### src/rtl/dclo_defines.svh
`ifndef DCLO_DEFINES_SVH
`define DCLO_DEFINES_SVH

`define DCLO_CLK_MHZ 25
`define DCLO_SLOT_US 20
`define DCLO_SLOT_CYC (`DCLO_SLOT_US * `DCLO_CLK_MHZ)
`define DCLO_POS_MIN_US 100
`define DCLO_POS_MIN_CYC (`DCLO_POS_MIN_US * `DCLO_CLK_MHZ)
`define DCLO_POWER_ON_US 200
`define DCLO_POWER_ON_CYC (`DCLO_POWER_ON_US * `DCLO_CLK_MHZ)
`define DCLO_DIR_DLY_NS 1000
`define DCLO_DIR_DLY_CYC ((`DCLO_DIR_DLY_NS * `DCLO_CLK_MHZ) / 1000)
`define DCLO_SYNC_W 6

`define DCLO_CTRL_OFS 12'h000
`define DCLO_STATUS_OFS 12'h004
`define DCLO_CTRL_RESET 2'h0
`define DCLO_CTRL_RESTART_BIT 0
`define DCLO_CTRL_DIRINV_BIT 1
`define DCLO_STAT_LATCH_LSB 0
`define DCLO_STAT_POS_BIT 2
`define DCLO_STAT_RUN_BIT 3
`define DCLO_STAT_DIRVALID_BIT 4
`define DCLO_STAT_SPEED_BIT 5
`define DCLO_STAT_PINS_LSB 6

`endif

### src/rtl/dclo_pkg.sv
package dclo_pkg;

	typedef enum logic [1:0] {
		PH_POWER,
		PH_POS,
		PH_RUN
	} dclo_phase_t;

	typedef struct packed {
		logic psel;
		logic penable;
		logic pwrite;
		logic [11:0] paddr;
		logic [31:0] pwdata;
		logic [3:0] pstrb;
	} dclo_apb_req_t;

	typedef struct packed {
		logic [31:0] prdata;
		logic pready;
		logic pslverr;
	} dclo_apb_rsp_t;

	typedef struct packed {
		logic [1:0] beyondOp;
		logic [1:0] beyondRp;
	} dclo_field_t;

	typedef struct packed {
		logic [5:0] s1;
		logic [5:0] s2;
		logic [5:0] s3;
		logic [5:0] q;
	} dclo_sync_t;

	typedef struct packed {
		logic [15:0] cnt;
		logic sel;
	} dclo_slot_t;

	typedef struct packed {
		dclo_phase_t phase;
		logic [15:0] porCnt;
		logic [1:0][11:0] lowCnt;
		logic [1:0] setLow;
		logic [1:0] latch;
		logic lastCh;
		logic dirValid;
		logic dirCw;
		logic speed;
		logic spdPend;
		logic [7:0] dlyCnt;
		logic dirInv;
		logic [1:0] pinLvl;
		logic [31:0] prdata;
		logic pslverr;
	} dclo_core_t;

endpackage : dclo_pkg

### src/rtl/dclo_sync.sv
`timescale 1ns/100ps
`default_nettype none
`include "dclo_defines.svh"

module dclo_sync (
	input wire logic clk,
	input wire logic rstn,
	input wire logic [`DCLO_SYNC_W-1:0] async,
	output logic [`DCLO_SYNC_W-1:0] synced
);
	dclo_pkg::dclo_sync_t st_q;
	dclo_pkg::dclo_sync_t st_d;
	logic [`DCLO_SYNC_W-1:0] agree;

	// A bit is taken only once the second and third stages agree.
	always_comb begin
		st_d = st_q;
		agree = ~(st_q.s2 ^ st_q.s3);
		st_d.s1 = async;
		st_d.s2 = st_q.s1;
		st_d.s3 = st_q.s2;
		st_d.q = (agree & st_q.s3) | (~agree & st_q.q);
	end

	always_ff @(posedge clk or negedge rstn) begin
		if (!rstn) begin
			st_q <= '0;
		end else begin
			st_q <= st_d;
		end
	end

	assign synced = st_q.q;

endmodule : dclo_sync
`default_nettype wire

### src/rtl/dclo_slot_timer.sv
`timescale 1ns/100ps
`default_nettype none
`include "dclo_defines.svh"

module dclo_slot_timer #(
	parameter int SLOT_CYC = `DCLO_SLOT_CYC
) (
	input wire logic clk,
	input wire logic rstn,
	output logic sel,
	output logic slotEnd
);
	dclo_pkg::dclo_slot_t st_q;
	dclo_pkg::dclo_slot_t st_d;
	logic endNow;

	always_comb begin
		st_d = st_q;
		endNow = (st_q.cnt == 16'(SLOT_CYC - 1));
		if (endNow) begin
			st_d.cnt = '0;
			st_d.sel = ~st_q.sel;
		end else begin
			st_d.cnt = st_q.cnt + 16'h0001;
		end
	end

	always_ff @(posedge clk or negedge rstn) begin
		if (!rstn) begin
			st_q <= '0;
		end else begin
			st_q <= st_d;
		end
	end

	assign sel = st_q.sel;
	assign slotEnd = endNow;
endmodule : dclo_slot_timer
`default_nettype wire

### src/rtl/dclo_top.sv
`timescale 1ns/100ps
`default_nettype none
`include "dclo_defines.svh"

module dclo_top #(
	parameter bit SPEED_DIR_MODE = 1'b1,
	parameter bit DIR_CW_LEVEL = 1'b1,
	parameter bit POS_FEATURE = 1'b1,
	parameter int POWER_ON_CYC = `DCLO_POWER_ON_CYC,
	parameter int SLOT_CYC = `DCLO_SLOT_CYC,
	parameter int POS_MIN_CYC = `DCLO_POS_MIN_CYC,
	parameter int DIR_DLY_CYC = `DCLO_DIR_DLY_CYC
) (
	input wire logic clk,
	input wire logic rstn,
	input wire dclo_pkg::dclo_apb_req_t apbReq,
	output dclo_pkg::dclo_apb_rsp_t apbRsp,
	input wire dclo_pkg::dclo_field_t field,
	input wire logic [1:0] pinIn,
	output logic [1:0] pinOut,
	output logic [1:0] pinOeN
);
	dclo_pkg::dclo_core_t core_q;
	dclo_pkg::dclo_core_t core_d;
	dclo_pkg::dclo_field_t fieldS;
	logic [1:0] pinS;
	logic sel;
	logic slotEnd;
	logic active;
	logic sampled;
	logic trans;
	logic porDone;
	logic restart;
	logic setup;
	logic wrAcc;
	logic [1:0] initLatch;
	logic [1:0] band;

	// ****************************************
	// Input synchronisation and slot timing
	// ****************************************

	dclo_sync u_sync (
		.clk(clk),
		.rstn(rstn),
		.async({pinIn, field}),
		.synced({pinS, fieldS})
	);

	dclo_slot_timer #(
		.SLOT_CYC(SLOT_CYC)
	) u_slot (
		.clk(clk),
		.rstn(rstn),
		.sel(sel),
		.slotEnd(slotEnd)
	);

	// ****************************************
	// Helper functions
	// ****************************************

	// Latch rule for one channel: low beyond operate, high beyond release.
	function automatic logic next_latch(input logic beyondOp, input logic beyondRp, input logic cur);
		logic res;
		res = cur;
		if (beyondOp) begin
			res = 1'b0;
		end else if (beyondRp) begin
			res = 1'b1;
		end
		return res;
	endfunction : next_latch

	// Quadrature decode of one edge; true means clockwise.
	function automatic logic edge_cw(input logic ch, input logic newVal, input logic other);
		logic res;
		if (ch == 1'b0) begin
			res = (newVal != other);
		end else begin
			res = (newVal == other);
		end
		return res;
	endfunction : edge_cw

	// ****************************************
	// Wake-up state selection
	// ****************************************

	always_comb begin
		band = ~(fieldS.beyondOp | fieldS.beyondRp);
		for (int i = 0; i < 2; i++) begin
			initLatch[i] = next_latch(fieldS.beyondOp[i], fieldS.beyondRp[i], 1'b1);
			if (POS_FEATURE && !SPEED_DIR_MODE && band[i] && core_q.setLow[i]) begin
				initLatch[i] = 1'b0;
			end
		end
		// Only the speed pin carries a setting; the band channel is chosen so A xor B is low.
		if (POS_FEATURE && SPEED_DIR_MODE && core_q.setLow[0]) begin
			if (band[1]) begin
				initLatch[1] = initLatch[0];
			end else if (band[0]) begin
				initLatch[0] = initLatch[1];
			end
		end
	end

	// Direction level for a given decoded sense, including the software inversion.
	function automatic logic dirLevelNext(input logic cw);
		logic res;
		res = (cw ? DIR_CW_LEVEL : ~DIR_CW_LEVEL) ^ core_q.dirInv;
		return res;
	endfunction : dirLevelNext

	// ****************************************
	// Core state update
	// ****************************************

	assign setup = apbReq.psel && !apbReq.penable;
	assign wrAcc = apbReq.psel && apbReq.penable && apbReq.pwrite;
	assign restart = wrAcc && (apbReq.paddr == `DCLO_CTRL_OFS) && apbReq.pstrb[0]
		&& apbReq.pwdata[`DCLO_CTRL_RESTART_BIT];
	assign active = (core_q.phase != dclo_pkg::PH_POWER);
	assign porDone = (core_q.phase == dclo_pkg::PH_POWER) && (core_q.porCnt == 16'(POWER_ON_CYC - 1));
	assign sampled = next_latch(fieldS.beyondOp[sel], fieldS.beyondRp[sel], core_q.latch[sel]);
	assign trans = active && slotEnd && (sampled != core_q.latch[sel]);

	always_comb begin
		core_d = core_q;
		case (core_q.phase)
			dclo_pkg::PH_POWER: begin
				core_d.porCnt = core_q.porCnt + 16'h0001;
				for (int i = 0; i < 2; i++) begin
					if (pinS[i]) begin
						core_d.lowCnt[i] = '0;
					end else if (core_q.lowCnt[i] != 12'(POS_MIN_CYC)) begin
						core_d.lowCnt[i] = core_q.lowCnt[i] + 12'h001;
					end
					if (core_q.lowCnt[i] == 12'(POS_MIN_CYC - 1)) begin
						core_d.setLow[i] = 1'b1;
					end
				end
				if (porDone) begin
					core_d.latch = initLatch;
					core_d.speed = initLatch[0] ^ initLatch[1];
					core_d.dirValid = 1'b0;
					core_d.phase = POS_FEATURE ? dclo_pkg::PH_POS : dclo_pkg::PH_RUN;
				end
			end
			dclo_pkg::PH_POS: begin
				if (trans) begin
					core_d.phase = dclo_pkg::PH_RUN;
				end
			end
			dclo_pkg::PH_RUN: begin
				core_d.phase = dclo_pkg::PH_RUN;
			end
			default: begin
				core_d.phase = dclo_pkg::PH_POWER;
			end
		endcase

		if (trans) begin
			core_d.latch[sel] = sampled;
			core_d.dirCw = edge_cw(sel, sampled, core_q.latch[~sel]);
			core_d.lastCh = sel;
			core_d.dirValid = 1'b1;
			core_d.spdPend = 1'b1;
			core_d.dlyCnt = 8'(DIR_DLY_CYC);
		end else if (core_q.spdPend) begin
			core_d.dlyCnt = core_q.dlyCnt - 8'h01;
			if (core_q.dlyCnt == 8'h01) begin
				core_d.spdPend = 1'b0;
				core_d.speed = core_q.latch[0] ^ core_q.latch[1];
			end
		end

		// Pin levels: released high through power-on, then by mode.
		if (core_d.phase == dclo_pkg::PH_POWER) begin
			core_d.pinLvl = 2'h3;
		end else if (SPEED_DIR_MODE) begin
			core_d.pinLvl[0] = core_d.speed;
			core_d.pinLvl[1] = core_d.dirValid ? dirLevelNext(core_d.dirCw) : 1'b1;
		end else begin
			core_d.pinLvl = core_d.latch;
		end

		// Register access.
		core_d.pslverr = 1'b0;
		if (setup) begin
			core_d.prdata = '0;
			if (apbReq.paddr == `DCLO_CTRL_OFS) begin
				core_d.prdata[`DCLO_CTRL_DIRINV_BIT] = core_q.dirInv;
			end else if (apbReq.paddr == `DCLO_STATUS_OFS) begin
				core_d.prdata[`DCLO_STAT_LATCH_LSB +: 2] = core_q.latch;
				core_d.prdata[`DCLO_STAT_POS_BIT] = (core_q.phase == dclo_pkg::PH_POS);
				core_d.prdata[`DCLO_STAT_RUN_BIT] = (core_q.phase == dclo_pkg::PH_RUN);
				core_d.prdata[`DCLO_STAT_DIRVALID_BIT] = core_q.dirValid;
				core_d.prdata[`DCLO_STAT_SPEED_BIT] = core_q.speed;
				core_d.prdata[`DCLO_STAT_PINS_LSB +: 2] = core_q.pinLvl;
			end else begin
				core_d.pslverr = 1'b1;
			end
		end else if (apbReq.psel && apbReq.penable) begin
			core_d.pslverr = core_q.pslverr;
		end
		if (wrAcc && (apbReq.paddr == `DCLO_CTRL_OFS) && apbReq.pstrb[0]) begin
			core_d.dirInv = apbReq.pwdata[`DCLO_CTRL_DIRINV_BIT];
		end

		// A software restart replays the whole power-on sequence.
		if (restart) begin
			core_d.phase = dclo_pkg::PH_POWER;
			core_d.porCnt = '0;
			core_d.lowCnt = '0;
			core_d.setLow = '0;
			core_d.spdPend = 1'b0;
			core_d.dirValid = 1'b0;
			core_d.pinLvl = 2'h3;
		end
	end

	always_ff @(posedge clk or negedge rstn) begin
		if (!rstn) begin
			core_q <= '0;
			core_q.phase <= dclo_pkg::PH_POWER;
			core_q.pinLvl <= 2'h3;
			core_q.dirInv <= 1'(`DCLO_CTRL_RESET >> `DCLO_CTRL_DIRINV_BIT);
		end else begin
			core_q <= core_d;
		end
	end

	// ****************************************
	// Outputs
	// ****************************************

	// Open drain: the enable goes low to pull the pin low.
	assign pinOut = 2'h0;
	assign pinOeN = core_q.pinLvl;
	assign apbRsp = '{prdata: core_q.prdata, pready: 1'b1, pslverr: core_q.pslverr && apbReq.psel && apbReq.penable};

	// ****************************************
	// Assertions
	// ****************************************

	localparam int DLY = DIR_DLY_CYC;
endmodule : dclo_top
`default_nettype wire

### config.mk
export PLATFORM = sky130hd
export DESIGN_NAME = dclo_top
export DESIGN_NICKNAME = d
export VERILOG_FILES = /design/src/rtl/dclo_pkg.sv /design/src/rtl/dclo_sync.sv /design/src/rtl/dclo_slot_timer.sv /design/src/rtl/dclo_top.sv
export VERILOG_INCLUDE_DIRS = /design/src /design/src/rtl
export SDC_FILE = /design/constraint.sdc
export NUM_CORES = 1
export LEC_CHECK = 0
export ABC_CLOCK_PERIOD_IN_PS = 2400
export BUFFER_PORTS_ARGS = -buffer_cell sky130_fd_sc_hd__buf_2
export CAP_MARGIN = 20
export CORE_MARGIN = 4
export CORE_UTILIZATION = 55
export CTS_BUF_LIST = sky130_fd_sc_hd__clkbuf_16
export CTS_CLUSTER_SIZE = 10
export DETAILED_ROUTE_END_ITERATION = 6
export PLACE_DENSITY_LB_ADDON = 0.12
export SETUP_SLACK_MARGIN = 0.15
export SLEW_MARGIN = 10
export SYNTH_ARGS = -nofsm -noshare
export SYNTH_HDL_FRONTEND = slang
export SYNTH_SLANG_ARGS = --single-unit
### constraint.sdc
create_clock -name clk -period 2.4 [get_ports clk]
set_input_delay 0.72 -clock clk [delete_from_list [all_inputs] [get_ports clk]]
set_output_delay 0.72 -clock clk [all_outputs]
set_load 0.02 [all_outputs]
==> results.txt, run 1 <==
Outcome: completed
Register-to-Register Path Depth: 6
Slew at the pin closest to its max-slew limit: 0.689 ns
Final HPWL DP: 6.23 mm
Fmax: 0.460 GHz
Count of hold-fix buffers inserted at cts: 0
Number of buffers on the longest clock path: 2
Number of DRC markers in iteration 0: 131
Maximum resistive drop on vdd: 567 uV
Async SR Flop Fraction: 100%
Clock power frac: 37.9%
Final-stage net count: 557
Routed length per instance: 14.6 um
P_int: 2.69 mW
Number of global-route vias before repair: 3,204
Cts bufs inserted: 9
Part of the power in registers: 50.4%
Count of different cell masters after synthesis: 63
Num rows: 33
GR Util All Layers: 18.4%
DRC: 0
Number of failing hold endpoints at the final stage: 0
Post-route non-filler standard cell count: 602
Clock Pin Slew Worst Setup and Hold Paths: 0.07 ns
CTS Root Buffer Type: clkbuf_16
Final antenna-violating net count: 0
Final critical-path share of the clock period: 90.6%
TritonCTS clock tree: yes
Total power draw: 3.65 mW
Count of mapped cells out of synthesis: 452
Net switching fraction of the power: 26.5%
R2r startpoint: core_q[62]
Maximum single-stage delay on the critical path: 0.58 ns
H-Tree Depth: 3
Final clock skew: 0.00583 ns
Synth Register Bits: 94
Net Sw Power: 0.966 mW
Maximum fanout count along the critical path: 12
Fraction of final layout cells with drive strength greater than 1: 18.3%
Routed wire length: 8.78 mm
Max Transition Viols Final: 0
Crit end category: flip-flop
Crit path required time: 2.66 ns
Critical-path cell with the highest stage delay: or4_4
Synthesis-to-finish area growth: 10.7%
Placed Instances: 581
Pin count of the biggest net entering global routing: 43
Post-synth EDFFs: 0
Primary FF master, synth: dfrtp_1
Hold path startpoint: u_sync.st_d[12]
Warnings, synthesis: 0
Number of antenna violations at the first check in global routing: 0
Average cell area after synthesis: 10.3 um^2
Min Clock Period, post-route: 2.17 ns
Initial core utilization: 56.5%
Final weighted congestion in routability-driven placement: 0.867
Category of the most critical setup path: reg2reg
Total number of clock tree sinks: 94
Vias after detailed routing: 3,263
Portion of the post-synthesis area used by sequential elements: 50.4%
Number of failing setup endpoints in the final timing report: 0
Max-capacitance violation count: 0
Post-Place Cell Area: 4820 um^2
Global-route wire length before repair: 14.9 mm
Via density per instance: 5.42
Slew margin rel.: 53.4%
Static Leakage: 2.35 nW
Unrepaired setup endpoints after global routing: no
Io pins: 97
Core area: 8260 um^2
Number of I/O port buffers: 35
Overall die area: 10,000 um^2
Setup tns final: 0 ns
Critical Path Start Type: flip-flop
Final design utilization: 62.6%
Area of all placed cells without fillers: 5170 um^2
Critical path arrival: 2.43 ns
Hold/Removal Path Class: reg2reg
Die outline width: 100 um
Detailed Routing Iterations Pass 1: 4
Mapped cell area: 4670 um^2
Aggregate global routing overflow: 0
Skew-Pair Late Insertion Delay: 0.33 ns
Worst path cell trace: or4_4 -> nor4_4 -> a2bb2oi_4 -> buf_4 -> o21ai_1 -> a21oi_2
Pwr Density: 707 nW/um^2
Worst setup startpoint: core_q[62]
Portion of total power attributed to combinational logic: 11.7%
Hold-critical path depth: 0
Y dimension of the die: 100 um
Antenna cells: 0
==> state kept, by name (all words and copies together) (netlist names), named ones only <==
name,cells
u_sync.st_q,5
u_slot.st_q,16
u_sync.st_d,10
apbRsp,8
pinOeN,2
u_slot.sel,1
core_q,47
==> worst max-delay path: cells and delay by family, from the launching register on <==
kind                   cells  cell delay (ns)
AND/OR/NAND/NOR            2             0.91
AO/OA/AOI/OAI              3             0.56
flip-flops                 1             0.44
buffers and inverters      1             0.18
==> repair_timing <==
| item | CTS | global route |
|---|---|---|
| buffers inserted | 0 | 5 |
| endpoints found under the setup margin | 6 | 5 |
| resized for setup | 1 | 1 |
| pin swaps | 0 | 1 |
==> placed cells by master, fill, tap and decap left out, types with 3 or more instances in the layout <==
cell type	count
a21oi_1	13
a21oi_2	4
a22o_1	9
and2_1	3
and3_1	8
buf_2	34
buf_4	19
clkbuf_16	9
conb_1	27
dfrtp_1	92
ha_1	6
inv_1	14
maj3_1	5
mux2i_1	7
nand2_1	38
nand2b_1	3
nand3_1	17
nand3b_1	3
nand4_1	11
nor2_1	49
nor3_1	9
nor4_1	4
nor4b_1	3
o211ai_1	3
o21ai_0	9
o21ai_1	5
or3_1	5
or3_2	5
or4_1	4
xnor2_1	18
xor2_1	16
==> cell families (layout without fill, tap and decap cells) <==
logic type      Yosys count  in the layout  share of synthesized area, %
fa+ha+maj                11             11                          2.68
xor+xnor                 34             34                          6.38
compound gates           63             63                          9.43
simple gates            177            177                          20.3
other cells               2             27                         0.161
flops                    94             94                          50.4
mux                       8              8                          1.74
buf+inv                  63             83                          8.92
==> layout make-up <==
type	instances	area (um^2)
clock inverters	7	66.3
inverters	13	48.8
well taps	105	131
flip-flops and latches	94	2350
fillers	675	3090
repair buffers	54	333
multi-input cells	320	2010
clock buffers	9	225
==> power groups by stage <==
stage / sequential, mW / clock (mW) / combinational, mW
global route: 1.86 / 1.49 / 0.492
floorplan: 1.83 / 0 / 0.351
finish: 1.84 / 1.39 / 0.427
detailed placement: 1.87 / 0 / 0.430
CTS: 1.84 / 1.43 / 0.433
global placement: 1.86 / 0 / 0.413
==> worst paths after layout <==
| check | end | slack, ns |
|---|---|---|
| max in group asynchronous | core_q[85] | 1.40 |
| worst max-delay path | core_q[56] | 0.23 |
| min in group asynchronous | apbRsp[3] | 0.37 |
| worst max register to register | core_q[56] | 0.23 |
| worst min-delay path | u_sync.st_d[6] | 0.35 |
| worst min register to register | u_sync.st_d[6] | 0.35 |
==> metrics by stage <==
step           setup WS (ns)  hold WS, ns
6_report               0.225        0.348
2_1_floorplan          0.260        0.331
4_1_cts                0.228        0.351
3_5_place_dp          0.0183        0.336
3_3_place_gp          0.0479        0.335
5_1_grt                0.144        0.356
==> layer usage <==
metal  GRT usage (%)  wire length [um]
met1            25.5              4140
met2            28.8              4150
met3            3.89               356
met4            6.32               125
met5               0                 0
==> Yosys cell counts (3+ instances only) <==
cell type	n	area, um^2
dfrtp_1	92	2300
nor2_1	49	184
nand2_1	38	143
buf_4	37	278
xnor2_1	18	158
nand3_1	17	85.1
xor2_1	16	140
a21oi_1	13	65.1
inv_1	13	48.8
nand4_1	11	68.8
a22o_1	9	78.8
nor3_1	9	45.0
o21ai_0	9	45.0
and3_1	8	50.1
clkbuf_1	7	26.3
mux2i_1	7	70.1
ha_1	6	75.1
maj3_1	5	50.1
o21ai_1	5	25.0
or3_1	5	31.3
or3_2	5	37.5
a21oi_2	4	35.0
nor4_1	4	25.0
or4_1	4	30.0
and2_1	3	18.8
buf_6	3	33.8
nand2b_1	3	18.8
nand3b_1	3	22.5
nor4b_1	3	26.3
o211ai_1	3	22.5
No activity file was read; power rests on OpenSTA's default activity.
==> inputs of run 2 (changes only) <==
--- a/config.mk
+++ b/config.mk
@@ -10,7 +10,7 @@
 export BUFFER_PORTS_ARGS = -buffer_cell sky130_fd_sc_hd__buf_2
 export CAP_MARGIN = 20
 export CORE_MARGIN = 4
-export CORE_UTILIZATION = 55
+export CORE_UTILIZATION = 35
 export CTS_BUF_LIST = sky130_fd_sc_hd__clkbuf_16
 export CTS_CLUSTER_SIZE = 10
 export DETAILED_ROUTE_END_ITERATION = 6
==> run 2 against run 1 <==
- combinational power is 2% higher
- non-clock buffer count stayed put
- first-iteration DRC count is 8.4% lower
- final area is 1.7% higher
- die area is 52% higher
- hold slack worse by 0.024 ns
- count of clock-buffer cells in the layout stayed put
- power is 0.82% higher
- routed wire length is 3.2% higher
- register-to-register slack better by 0.07 ns
- sequential share of layout area is 0.78 points lower
==> results.txt, run 2 (synthesized netlist as in run 1, its figures left out) <==
Skew-Pair Late Insertion Delay: 0.34 ns
P_int: 2.69 mW
H-Tree Depth: 3
Worst path cell trace: or4_4 -> nor4_4 -> a2bb2oi_4 -> buf_4 -> o31ai_1 -> a21oi_1
Number of buffers on the longest clock path: 2
Overall die area: 15,300 um^2
Final antenna-violating net count: 0
Slew margin rel.: 49.7%
Slew at the pin closest to its max-slew limit: 0.752 ns
Total number of clock tree sinks: 94
Crit end category: flip-flop
Max reg flops: 47
Aggregate global routing overflow: 0
Number of antenna violations at the first check in global routing: 0
Final-stage net count: 557
Number of failing hold endpoints at the final stage: 0
Clock power frac: 38.1%
TritonCTS clock tree: yes
Final HPWL DP: 6.70 mm
Pwr Density: 701 nW/um^2
CP delay by family, top: simple AND/OR/NAND/NOR gates
CTS Root Buffer Type: clkbuf_16
Most common cell after layout, fill and taps aside: dfrtp_1
Final weighted congestion in routability-driven placement: 0.770
Crit path required time: 2.67 ns
Vias after detailed routing: 3,207
Critical-path cell with the highest stage delay: or4_4
GR Util All Layers: 12.9%
Y dimension of the die: 124 um
Part of the power in registers: 50.1%
Core area: 12,800 um^2
Category of the most critical setup path: reg2reg
Min setup slack post-route: 0.300 ns
Io pins: 97
Antenna cells: 0
Static Leakage: 2.35 nW
Area of all placed cells without fillers: 5260 um^2
Number of global-route vias before repair: 3,092
Setup tns final: 0 ns
Number of DRC markers in iteration 0: 120
Maximum fanout count along the critical path: 16
Detailed Routing Iterations Pass 1: 4
Outcome: completed
Fmax: 0.476 GHz
Unrepaired setup endpoints after global routing: no
Num rows: 41
Placed Instances: 652
Routed length per instance: 13.5 um
Post-Place Cell Area: 4950 um^2
Fraction of final layout cells with drive strength greater than 1: 18.1%
DRC: 0
Number of failing setup endpoints in the final timing report: 0
Worst hold slack across all endpoints: 0.324 ns
Count of hold-fix buffers inserted at cts: 0
Total power draw: 3.68 mW
Most frequent cells in the layout: 92 x dfrtp_1, 49 x nor2_1, 38 x nand2_1
Register name with the most flops: core_q
Count of instances resized after the clock tree is built: 1
Critical path arrival: 2.37 ns
Min Clock Period, post-route: 2.10 ns
Number of I/O port buffers: 35
Initial core utilization: 36.4%
Final clock skew: 0.00777 ns
Clock Pin Slew Worst Setup and Hold Paths: 0.07 ns
Die outline width: 124 um
Maximum resistive drop on vdd: 359 uV
Final critical-path share of the clock period: 87.5%
Via density per instance: 4.79
Net switching fraction of the power: 27.0%
Max-capacitance violation count: 0
Synthesis-to-finish area growth: 12.6%
Post-route non-filler standard cell count: 669
Net Sw Power: 0.994 mW
Setup repair bufs after CTS: 0
Hold/Removal Path Class: in2async
Buffers and inverters on the worst path: 1
Portion of total power attributed to combinational logic: 11.8%
Maximum single-stage delay on the critical path: 0.56 ns
Critical Path Start Type: flip-flop
Cts bufs inserted: 9
Final design utilization: 41.0%
Pin count of the biggest net entering global routing: 35
Global-route wire length before repair: 15.4 mm
Post-Place Worst Slack: 0.00198 ns
Max Transition Viols Final: 0
Routed wire length: 9.06 mm
# fillers: 1,260
-- run 2: final cells by class --
| cell class | count | area (um^2) | area share, % |
|---|---|---|---|
| sequential | 94 | 2350 | 44.8 |
| multi-input combinational | 320 | 2010 | 38.1 |
| timing repair buffer | 54 | 342 | 6.50 |
| inverter | 13 | 48.8 | 0.928 |
| clock inverter | 7 | 66.3 | 1.26 |
| tap | 172 | 215 | 4.09 |
| clock buffer | 9 | 225 | 4.28 |
-- run 2: final timing paths --
| kind | from | to | slack [ns] | cells past startpoint |
|---|---|---|---|---|
| min in group clk | u_sync.st_d[16] | u_sync.st_d[10] | 0.35 | 0 |
| max reg2reg | core_q[62] | core_q[64] | 0.30 | 6 |
| min | rstn | core_q[0] | 0.32 | 1 |
| min reg2reg | u_sync.st_d[16] | u_sync.st_d[10] | 0.35 | 0 |
| max | core_q[62] | core_q[64] | 0.30 | 6 |
| max in group asynchronous | rstn | pinOeN[0] | 1.51 | 2 |
-- run 2: layer usage --
| metal | global-route usage [%] | vias to the layer above | share of wire, % |
|---|---|---|---|
| li1 | - | 1601 | - |
| met1 | 17.8 | 1547 | 50 |
| met2 | 19.8 | 53 | 45 |
| met3 | 3.98 | 6 | 3.8 |
| met4 | 3.32 | 0 | 0.77 |
| met5 | 0 | - | 0 |
-- run 2: power groups by stage --
stage / Clock (mW) / Sequential [mW] / Combinational, mW
2_1_floorplan: 0 / 1.83 / 0.351
3_3_place_gp: 0 / 1.87 / 0.424
3_5_place_dp: 0 / 1.88 / 0.435
4_1_cts: 1.46 / 1.84 / 0.439
5_1_grt: 1.53 / 1.87 / 0.494
6_report: 1.41 / 1.84 / 0.434
==> inputs of run 3 (changes only) <==
--- a/config.mk
+++ b/config.mk
@@ -11,7 +11,7 @@
 export CAP_MARGIN = 20
 export CORE_MARGIN = 4
 export CORE_UTILIZATION = 35
-export CTS_BUF_LIST = sky130_fd_sc_hd__clkbuf_16
+export CTS_BUF_LIST = sky130_fd_sc_hd__clkbuf_4
 export CTS_CLUSTER_SIZE = 10
 export DETAILED_ROUTE_END_ITERATION = 6
 export PLACE_DENSITY_LB_ADDON = 0.12
==> run 3 against run 2 <==
- first-iteration DRC count rose by 11%
- die area is the same
- highest routed layer unchanged
- routed wire length rose by 0.28%
- hold slack worse by 0.15 ns
- sequential share of layout area up 1.4 points
- final area down 2.9%
- sequential cell count unchanged
- register-to-register slack lost 0.03 ns
- global-route usage down 0.069 points
==> results.txt, run 3 (synthesized netlist as in run 1, its figures left out) <==
DRC: 0
Slew margin rel.: 46.7%
Maximum single-stage delay on the critical path: 0.56 ns
Total power draw: 3.15 mW
Slew at the pin closest to its max-slew limit: 0.798 ns
Num rows: 41
Static Leakage: 2.28 nW
Most common cell after layout, fill and taps aside: dfrtp_1
Max Transition Viols Final: 0
Register name with the most flops: core_q
Met1 usage: 17.8%
Final antenna-violating net count: 0
Critical-path cell with the highest stage delay: or4_4
Vias after detailed routing: 3,216
Final weighted congestion in routability-driven placement: 0.770
Critical Path Start Type: flip-flop
Number of global-route vias before repair: 3,072
Max reg flops: 47
Number of buffers on the longest clock path: 2
Min setup slack post-route: 0.273 ns
Synthesis-to-finish area growth: 9.30%
Fraction of met3 tracks used by global routing: 3.98%
Aggregate global routing overflow: 0
Post-Place Cell Area: 4950 um^2
Busiest layer in global routing: met2
Number of antenna violations at the first check in global routing: 0
Final-stage net count: 557
Skew-Pair Late Insertion Delay: 0.46 ns
H-Tree Depth: 3
Cts bufs inserted: 9
Overall die area: 15,300 um^2
Total number of clock tree sinks: 94
Count of hold-fix buffers inserted at cts: 0
Number of I/O port buffers: 35
Pin count of the biggest net entering global routing: 35
Final critical-path share of the clock period: 88.6%
GR Util All Layers: 12.8%
Setup repair bufs after CTS: 0
Number of DRC markers in iteration 0: 133
Io pins: 97
Maximum resistive drop on vdd: 274 uV
Global-route wire length before repair: 15.4 mm
Maximum fanout count along the critical path: 16
Pwr Density: 617 nW/um^2
Category of the most critical setup path: reg2reg
Core area: 12,800 um^2
Routed wire length: 9.08 mm
Final HPWL DP: 6.70 mm
Placed Instances: 652
Clock Pin Slew Worst Setup and Hold Paths: 0.16 ns
Buffers and inverters on the worst path: 1
Crit end category: flip-flop
Worst hold slack across all endpoints: 0.178 ns
TritonCTS clock tree: yes
Die outline width: 124 um
Worst path cell trace: or4_4 -> nor4_4 -> a2bb2oi_4 -> buf_4 -> o21ai_1 -> a21oi_2
Fmax: 0.470 GHz
Count of instances resized after the clock tree is built: 1
CP delay by family, top: simple AND/OR/NAND/NOR gates
Antenna cells: 0
Routed length per instance: 13.6 um
Max-capacitance violation count: 0
Critical path arrival: 2.51 ns
Routing usage on met2: 19.5%
Crit path required time: 2.79 ns
R2r setup slk: 0.27 ns
Number of failing setup endpoints in the final timing report: 0
Post-route non-filler standard cell count: 669
Area of all placed cells without fillers: 5100 um^2
CTS Root Buffer Type: clkbuf_4
Final clock skew: 0.0220 ns
Initial core utilization: 36.4%
Detailed Routing Iterations Pass 1: 4
Outcome: completed
Most frequent cells in the layout: 92 x dfrtp_1, 49 x nor2_1, 38 x nand2_1
Y dimension of the die: 124 um
Post-Place Worst Slack: 0.00198 ns
Hold/Removal Path Class: in2async
Via density per instance: 4.81
Min Clock Period, post-route: 2.13 ns
# fillers: 1,274
Number of failing hold endpoints at the final stage: 0
Unrepaired setup endpoints after global routing: no
Fraction of final layout cells with drive strength greater than 1: 18.3%
[run 3: area by class of cell]
class / count / area (um^2) / area share (%)
Inverter: 13 / 48.8 / 0.956
Sequential cell: 94 / 2350 / 46.1
Multi-Input combinational cell: 320 / 2010 / 39.3
Tap cell: 172 / 215 / 4.22
Clock buffer: 10 / 75.1 / 1.47
Clock inverter: 6 / 62.6 / 1.23
Timing Repair Buffer: 54 / 342 / 6.69
[run 3: final timing paths]
check,start,endpoint,cells past startpoint
setup reg to reg,core_q[62],core_q[57],6
hold reg to reg,u_sync.st_d[15],u_sync.st_d[9],0
setup / recovery,core_q[62],core_q[57],6
min in group clk,u_sync.st_d[15],u_sync.st_d[9],0
hold / removal,rstn,core_q[0],1
max in group asynchronous,rstn,pinOeN[0],2
[run 3: power breakdown]
group	internal, mW	total (mW)	switching [mW]
registers	1.71	1.84	0.135
clock network	0.325	0.872	0.547
logic	0.180	0.433	0.253
[run 3: metal layers]
layer / part of all wire [%] / up-vias
met4: 1.1 / 0
met3: 4.3 / 7
li1: - / 1600
met5: 0 / -
met2: 45 / 53
met1: 49 / 1556
[run 3: metrics by stage]
stage           TNS, ns  utilization (%)
6_report              0             39.8
5_1_grt               0             39.8
4_1_cts               0             39.7
3_5_place_dp          0             38.6
3_3_place_gp   -0.00569             38.6
2_1_floorplan         0                -
